### src/qpc_pkg.sv
package qpc_pkg;
  localparam int  CNT_W            = 24;
  localparam int  DATA_W           = 32;
  localparam int  ADDR_W           = 8;
  // Register byte addresses
  localparam logic [ADDR_W-1:0] ADDR_CONFIG = 8'h00;
  localparam logic [ADDR_W-1:0] ADDR_CONTROL = 8'h04;
  localparam logic [ADDR_W-1:0] ADDR_PRESET = 8'h08;
  localparam logic [ADDR_W-1:0] ADDR_COUNT = 8'h0c;
  localparam logic [ADDR_W-1:0] ADDR_STATUS = 8'h10;
  // Config and control field positions
  localparam int  CFG_PHASE_BIT    = 0;
  localparam int  CFG_DIRSRC_BIT   = 1;
  localparam int  CFG_DOWN_BIT     = 2;
  localparam int  CFG_ENABLE_BIT   = 3;
  localparam int  CFG_PRESRC_BIT   = 4;
  localparam int  CFG_EDGE_MULTIPLIER_LO      = 8;
  localparam int  CFG_EDGE_MULTIPLIER_HI      = 10;
  localparam int  CTL_PRESET_BIT   = 0;
  // Edge multiplier encodings
  localparam logic [2:0] EDGE_MULTIPLIER_X1   = 3'h1;
  localparam logic [2:0] EDGE_MULTIPLIER_X2   = 3'h2;
  localparam logic [2:0] EDGE_MULTIPLIER_X4   = 3'h4;
  localparam logic [CNT_W-1:0] CNT_ONE  = 24'h000001;
  localparam logic [CNT_W-1:0] CNT_ZERO = 24'h000000;
  localparam logic [1:0]  HTRANS_NONSEQ = 2'h2;
  localparam logic [1:0]  HTRANS_SEQ    = 2'h3;

  typedef enum logic [0:0] {
    PHASE_ONE = 1'b0,
    PHASE_TWO = 1'b1
  } phase_mode_select_e;

  typedef struct packed {
    logic               count_enable;
    phase_mode_select_e phase_mode_select;
    logic               dir_from_b;
    logic               down;
    logic               preset_external;
    logic [2:0]         edge_multiplier;
  } counter_cfg_s;

  typedef struct packed {
    logic rise_a;
    logic fall_a;
    logic rise_b;
    logic fall_b;
    logic level_a;
    logic level_b;
    logic rise_preset;
  } pin_events_s;
endpackage

### src/count_step_decode.sv
`timescale 1ns/1ps
module count_step_decode
  import qpc_pkg::*;
(
  input  counter_cfg_s cfg,
  input  pin_events_s  ev,
  output logic         step,
  output logic         down
);
  always_comb begin
    step = 1'b0;
    down = 1'b0;
    if (cfg.phase_mode_select == PHASE_ONE) begin
      step = ev.rise_a;
      if (cfg.dir_from_b) begin
        down = ~ev.level_b;
      end else begin
        down = cfg.down;
      end
    end else begin
      // B lagging A by a quarter cycle means up: on A rising, B low
      unique case (cfg.edge_multiplier)
        EDGE_MULTIPLIER_X2: begin
          step = ev.rise_a | ev.fall_a;
        end
        EDGE_MULTIPLIER_X4: begin
          step = ev.rise_a | ev.fall_a | ev.rise_b | ev.fall_b;
        end
        default: begin
          step = ev.rise_a;
        end
      endcase
      if (ev.rise_a | ev.fall_a) begin
        down = ev.level_a ^ ~ev.level_b;
      end else begin
        down = ev.level_a ^ ev.level_b;
      end
    end
  end
endmodule

### src/pin_edge_sync.sv
`timescale 1ns/1ps
module pin_edge_sync
  import qpc_pkg::*;
(
  input  wire logic clk,
  input  wire logic rst,
  input  wire logic pin,
  output logic      level,
  output logic      rise,
  output logic      fall
);
  logic [2:0] stage;

  always_ff @(posedge clk) begin
    if (rst) begin
      stage <= 3'h0;
    end else begin
      stage <= {stage[1:0], pin};
    end
  end

  // A change is accepted once stages two and three agree
  always_ff @(posedge clk) begin
    if (rst) begin
      level <= 1'b0;
      rise  <= 1'b0;
      fall  <= 1'b0;
    end else begin
      rise <= 1'b0;
      fall <= 1'b0;
      if (stage[1] == stage[2] && stage[2] != level) begin
        level <= stage[2];
        rise  <= stage[2];
        fall  <= ~stage[2];
      end
    end
  end
endmodule

### src/quadrature_pulse_counter.sv
// Our own choices: the AHB-Lite interface to the registers and the register addresses.
`timescale 1ns/1ps
module quadrature_pulse_counter
  import qpc_pkg::*;
(
  input  wire logic              SYS_CLK,
  input  wire logic              RST,
  input  wire logic              PHASE_A,
  input  wire logic              PHASE_B,
  input  wire logic              PRESET_PIN,
  input  wire logic              HSEL,
  input  wire logic [31:0]       HADDR,
  input  wire logic [1:0]        HTRANS,
  input  wire logic              HWRITE,
  input  wire logic [2:0]        HSIZE,
  input  wire logic [DATA_W-1:0] HWDATA,
  input  wire logic              HREADY,
  output logic      [DATA_W-1:0] HRDATA,
  output logic                   HREADYOUT,
  output logic                   HRESP
);
  counter_cfg_s     cfg;
  logic [CNT_W-1:0] preset_value;
  logic [CNT_W-1:0] count;
  logic             preset_req;
  logic             preset_req_d;
  logic             preset_seen;
  pin_events_s      ev;
  logic             step;
  logic             down;
  logic             wr_pend;
  logic [ADDR_W-1:0] wr_addr;
  logic             access;
  logic [DATA_W-1:0] next_rdata;

  pin_edge_sync sync_a (
    .clk   (SYS_CLK),
    .rst   (RST),
    .pin   (PHASE_A),
    .level (ev.level_a),
    .rise  (ev.rise_a),
    .fall  (ev.fall_a)
  );

  pin_edge_sync sync_b (
    .clk   (SYS_CLK),
    .rst   (RST),
    .pin   (PHASE_B),
    .level (ev.level_b),
    .rise  (ev.rise_b),
    .fall  (ev.fall_b)
  );

  pin_edge_sync sync_p (
    .clk   (SYS_CLK),
    .rst   (RST),
    .pin   (PRESET_PIN),
    .level (),
    .rise  (ev.rise_preset),
    .fall  ()
  );

  count_step_decode decode (
    .cfg  (cfg),
    .ev   (ev),
    .step (step),
    .down (down)
  );

  assign access = HSEL & HREADY & (HTRANS == HTRANS_NONSEQ || HTRANS == HTRANS_SEQ);

  // Bus address phase capture for writes
  always_ff @(posedge SYS_CLK) begin
    if (RST) begin
      wr_pend <= 1'b0;
      wr_addr <= '0;
    end else begin
      wr_pend <= access & HWRITE;
      wr_addr <= HADDR[ADDR_W-1:0];
    end
  end

  // Configuration register
  always_ff @(posedge SYS_CLK) begin
    if (RST) begin
      cfg <= '{count_enable: 1'b0, phase_mode_select: PHASE_ONE, dir_from_b: 1'b0,
               down: 1'b0, preset_external: 1'b0, edge_multiplier: EDGE_MULTIPLIER_X1};
    end else if (wr_pend && wr_addr == ADDR_CONFIG) begin
      cfg.phase_mode_select <= phase_mode_select_e'(HWDATA[CFG_PHASE_BIT]);
      cfg.dir_from_b        <= HWDATA[CFG_DIRSRC_BIT];
      cfg.down              <= HWDATA[CFG_DOWN_BIT];
      cfg.count_enable      <= HWDATA[CFG_ENABLE_BIT];
      cfg.preset_external   <= HWDATA[CFG_PRESRC_BIT];
      // Illegal multipliers are kept out so only 1, 2 or 4 is stored
      if (HWDATA[CFG_EDGE_MULTIPLIER_HI:CFG_EDGE_MULTIPLIER_LO] == EDGE_MULTIPLIER_X1 ||
          HWDATA[CFG_EDGE_MULTIPLIER_HI:CFG_EDGE_MULTIPLIER_LO] == EDGE_MULTIPLIER_X2 ||
          HWDATA[CFG_EDGE_MULTIPLIER_HI:CFG_EDGE_MULTIPLIER_LO] == EDGE_MULTIPLIER_X4) begin
        cfg.edge_multiplier <= HWDATA[CFG_EDGE_MULTIPLIER_HI:CFG_EDGE_MULTIPLIER_LO];
      end
    end
  end

  always_ff @(posedge SYS_CLK) begin
    if (RST) begin
      preset_value <= CNT_ZERO;
    end else if (wr_pend && wr_addr == ADDR_PRESET) begin
      preset_value <= HWDATA[CNT_W-1:0];
    end
  end

  // Software preset request level; its rising edge acts
  always_ff @(posedge SYS_CLK) begin
    if (RST) begin
      preset_req   <= 1'b0;
      preset_req_d <= 1'b0;
    end else begin
      if (wr_pend && wr_addr == ADDR_CONTROL) begin
        preset_req <= HWDATA[CTL_PRESET_BIT];
      end
      preset_req_d <= preset_req;
    end
  end

  always_comb begin
    if (cfg.preset_external) begin
      preset_seen = ev.rise_preset;
    end else begin
      preset_seen = preset_req & ~preset_req_d;
    end
  end

  // Counter core; preset beats a simultaneous count step
  always_ff @(posedge SYS_CLK) begin
    if (RST) begin
      count <= CNT_ZERO;
    end else if (!cfg.count_enable) begin
      count <= CNT_ZERO;
    end else if (preset_seen) begin
      count <= preset_value;
    end else if (step) begin
      if (down) begin
        count <= count - CNT_ONE;
      end else begin
        count <= count + CNT_ONE;
      end
    end
  end

  always_comb begin
    next_rdata = '0;
    unique case (HADDR[ADDR_W-1:0])
      ADDR_CONFIG: begin
        next_rdata[CFG_PHASE_BIT]          = cfg.phase_mode_select;
        next_rdata[CFG_DIRSRC_BIT]         = cfg.dir_from_b;
        next_rdata[CFG_DOWN_BIT]           = cfg.down;
        next_rdata[CFG_ENABLE_BIT]         = cfg.count_enable;
        next_rdata[CFG_PRESRC_BIT]         = cfg.preset_external;
        next_rdata[CFG_EDGE_MULTIPLIER_HI:CFG_EDGE_MULTIPLIER_LO] = cfg.edge_multiplier;
      end
      ADDR_CONTROL: next_rdata[CTL_PRESET_BIT] = preset_req;
      ADDR_PRESET:  next_rdata[CNT_W-1:0]      = preset_value;
      ADDR_COUNT:   next_rdata[CNT_W-1:0]      = count;
      ADDR_STATUS: begin
        next_rdata[0] = ev.level_a;
        next_rdata[1] = ev.level_b;
        next_rdata[2] = down;
      end
      default:      next_rdata = '0;
    endcase
  end

  // Read data registered in the data phase; zero-wait slave, always OKAY
  always_ff @(posedge SYS_CLK) begin
    if (RST) begin
      HRDATA    <= '0;
      HREADYOUT <= 1'b1;
      HRESP     <= 1'b0;
    end else begin
      HREADYOUT <= 1'b1;
      HRESP     <= 1'b0;
      if (access && !HWRITE) begin
        HRDATA <= next_rdata;
      end
    end
  end
endmodule
### config.mk
export PLATFORM = sky130hd
export DESIGN_NAME = quadrature_pulse_counter
export DESIGN_NICKNAME = d
export VERILOG_FILES = /design/src/qpc_pkg.sv /design/src/count_step_decode.sv /design/src/pin_edge_sync.sv /design/src/quadrature_pulse_counter.sv
export SDC_FILE = /design/constraint.sdc
export NUM_CORES = 1
export LEC_CHECK = 0
export BUFFER_PORTS_ARGS = -buffer_cell sky130_fd_sc_hd__buf_4
export CORE_MARGIN = 10
export CORE_UTILIZATION = 45
export CTS_CLUSTER_DIAMETER = 50
export DETAILED_ROUTE_END_ITERATION = 6
export GPL_ROUTABILITY_DRIVEN = 0
export GPL_TIMING_DRIVEN = 0
export PLACE_DENSITY_LB_ADDON = 0.25
export SYNTH_ARGS = -nofsm -noshare
export SYNTH_HDL_FRONTEND = slang
export SYNTH_HIERARCHICAL = 1
export SYNTH_SLANG_ARGS = --single-unit
### constraint.sdc
create_clock -name SYS_CLK -period 9.3 [get_ports SYS_CLK]
set_input_delay 1.395 -clock SYS_CLK [delete_from_list [all_inputs] [get_ports SYS_CLK]]
set_output_delay 1.395 -clock SYS_CLK [all_outputs]
set_load 0.01 [all_outputs]
==> summary.md <==
| Metric | Value |
|---|---|
| Pin count of the biggest net entering global routing | `18` |
| Multi-input logic area | `3330 µm²` |
| Final Hold Viols | `0` |
| Pins Over Slew Limit | `0` |
| CTS tree | `yes` |
| Share of cells above drive strength 1 | `15.7%` |
| Worst R2R Setup Slack | `about 5400 ps` |
| Worst path cell trace | `or3_1 > a31o_1 > a211oi_4 > inv_1 > fa_1 > nand2b_2 > a21oi_2 > o31ai_2 > o311a_4 > o311ai_4 > o211ai_1 > o221a_2` |
| Die H | `133 µm` |
| Net load switching power | `0.205 mW` |
| H-tree depth | `3` |
| Final worst-path setup slack | `between 5000 and 6000 ps` |
| Total power | `between 0.9 and 1 mW` |
| Iter 0 DRT Violations | `365` |
| Fill count | `1191` |
| Gr ovfl total | `0` |
| Commonest non-fill, non-tap cell in the layout | `dfxtp_1` |
| WHS | `446 ps` |
| Seq. cell area | `2160 µm²` |
| Vias/cell | `5.51` |
| Clock Tree Root | `clkbuf_16` |
| Worst endpoint data arrival time | `4180 ps` |
| Post_cts resized | `0` |
| Final layout net count | `roughly 870` |
| Crit path time final | `3930 ps` |
| Total negative slack | `0 ps` |
| Worst hold path type | `flip-flop to flip-flop` |
| CP bufs+invs | `1` |
| Post-Place Worst Slack | `between 5000 and 6000 ps` |
| Comb pwr share | `5.2%` |
| Pwr/cell area | `135 nW/µm²` |
| CTS Sinks | `108` |
| Unrepaired setup endpoints after global routing | `false` |
| Gate Count Post-Synth | `685` |
| Final setup vio count | `0` |
| Sw Share | `~22%` |
| Global-route wire length before repair | `about 26 mm` |
| Worst-Skew Late Latency | `360 ps` |
| Post-CTS setup buffer count | `0` |
| Hold-fix buffers, CTS | `0` |
| Detail Route Antenna Nets | `0` |
| DIE AREA | `~18000 µm²` |
| Total Routing Usage GR | `18.1%` |
| Slew @ Worst Pin | `1380 ps` |
| Drt pass-1 iters | `5` |
| Top delay family on crit path | `compound AO/OA/AOI/OAI gates` |
| YS warnings | `6` |
| Final worst path period share | `42.3%` |
| CTS Buffer Depth | `2` |
| Final Skew | `around 9.5 ps` |
| Row count | `between 40 and 50` |
| Rel. slew slack | `7.15%` |
| Overall via count from detail_route | `5192` |
| ANT cells | `0` |
| Crit path largest cell delay | `590 ps` |
| Residual DRC | `0` |
| Routed wire per std cell | `17.1 µm` |
| Vias in the first global route | `5150` |
| Most frequent cells in the layout | `dfxtp_1 (108), nand2_1 (98), a21oi_1 (91)` |
| P_int | `0.705 mW` |
| Critical-path top delay cell | `a211oi_4` |
| Initial Util | `45.6%` |
| Clock share of power | `between 40% and 50%` |
| CP Capture Type | `flip-flop` |
| Dpl hpwl | `12.4 mm` |
| Final WL | `16.1 mm` |
| MaxCap Viol Count | `0` |
| TritonCTS buffer count | `9` |
| Syn_area_per_cell | `8.36 µm²` |
| Static Leak | `2.57 nW` |
| Data required time of the critical path | `approximately 9500 ps` |
| Register share of total power | `~52%` |
| Worst-path maximum fanout | `10` |
| Max Fclk | `254 MHz` |
| Initial antenna violation count | `0` |
| Area delta synth->final | `17.8%` |
| Placeable Area | `between 10000 and 15000 µm²` |
| Setup crit start kind | `flip-flop` |
| Synthesized cell area | `5730 µm²` |
| Outcome | `completed` |
| Worst-path clk slew | `80 ps` |
| Port-buffer cells | `60` |
| Critical path type | `flip-flop to flip-flop` |
| IO Count | `111` |
| Die extent in x | `133 µm` |
| VDD IR max | `between 0.1 and 0.15 mV` |
==> path summary, 6_finish.rpt <==
check,startpoint,endpoint,cells after the start
setup / recovery,sync_a/fall$_SDFF_PP0_,count[20]$_SDFFE_PP0P_,12
hold / removal,sync_p/stage[0]$_SDFF_PP0_,sync_p/stage[1]$_SDFF_PP0_,1
setup reg to reg,sync_a/fall$_SDFF_PP0_,count[20]$_SDFFE_PP0P_,12
hold reg to reg,sync_p/stage[0]$_SDFF_PP0_,sync_p/stage[1]$_SDFF_PP0_,1
==> worst register-to-register path: cells and delay by family (launching register included) <==
family                     cells  cell delay [ps]
buffers and inverters          1              140
AOI/OAI and AO/OA              8             2320
and+or+nand+nor                2              610
adders and majority gates      1              420
DFF                            1              330
==> power by group through the flow <==
stage | combinational, mW | sequential [mW] | clock [mW]
2_1_floorplan | 0.0246 | 0.478 | 0
3_3_place_gp | 0.0458 | 0.479 | 0
3_5_place_dp | 0.0466 | 0.479 | 0
4_1_cts | 0.0467 | 0.468 | 0.400
5_1_grt | 0.0511 | 0.468 | 0.417
6_report | 0.0471 | 0.468 | 0.394
==> final cells by class <==
class                      count  share of cell area [%]
buffer                        51                    3.43
clock buffer                  11                    3.60
clock inverter                 5                   0.890
inverter                      11                   0.612
multi-input combinational    523                    49.4
sequential                   108                    32.0
tap                          172                    3.19
timing repair buffer          61                    6.90
==> per-stage QoR <==
step / std cells / util, % / cell area (µm²)
CTS: 942 / 53.7 / 6750
floorplan: 693 / - / 5760
global placement: 925 / 51.1 / 6420
detailed placement: 926 / 51.3 / 6450
global route: 942 / 53.7 / 6750
finish: 942 / 53.7 / 6750
==> registers in the layout (all words and copies together), names as in the netlist, 3 cells and up <==
register      count
preset_value     24
sync_b/stage      3
wr_addr           8
HRDATA           24
sync_a/stage      3
sync_p/stage      3
count            24
cfg               8
==> per-layer routing <==
metal / track usage [%] / vias up / wire length, µm
met5: 0 / - / 0
met4: 7.15 / 0 / 310
met3: 3.79 / 22 / 882
met2: 30.4 / 144 / 7810
met1: 22.2 / 2433 / 7120
li1: - / 2593 / -
Note: power is estimated with default switching activity, not from simulation.
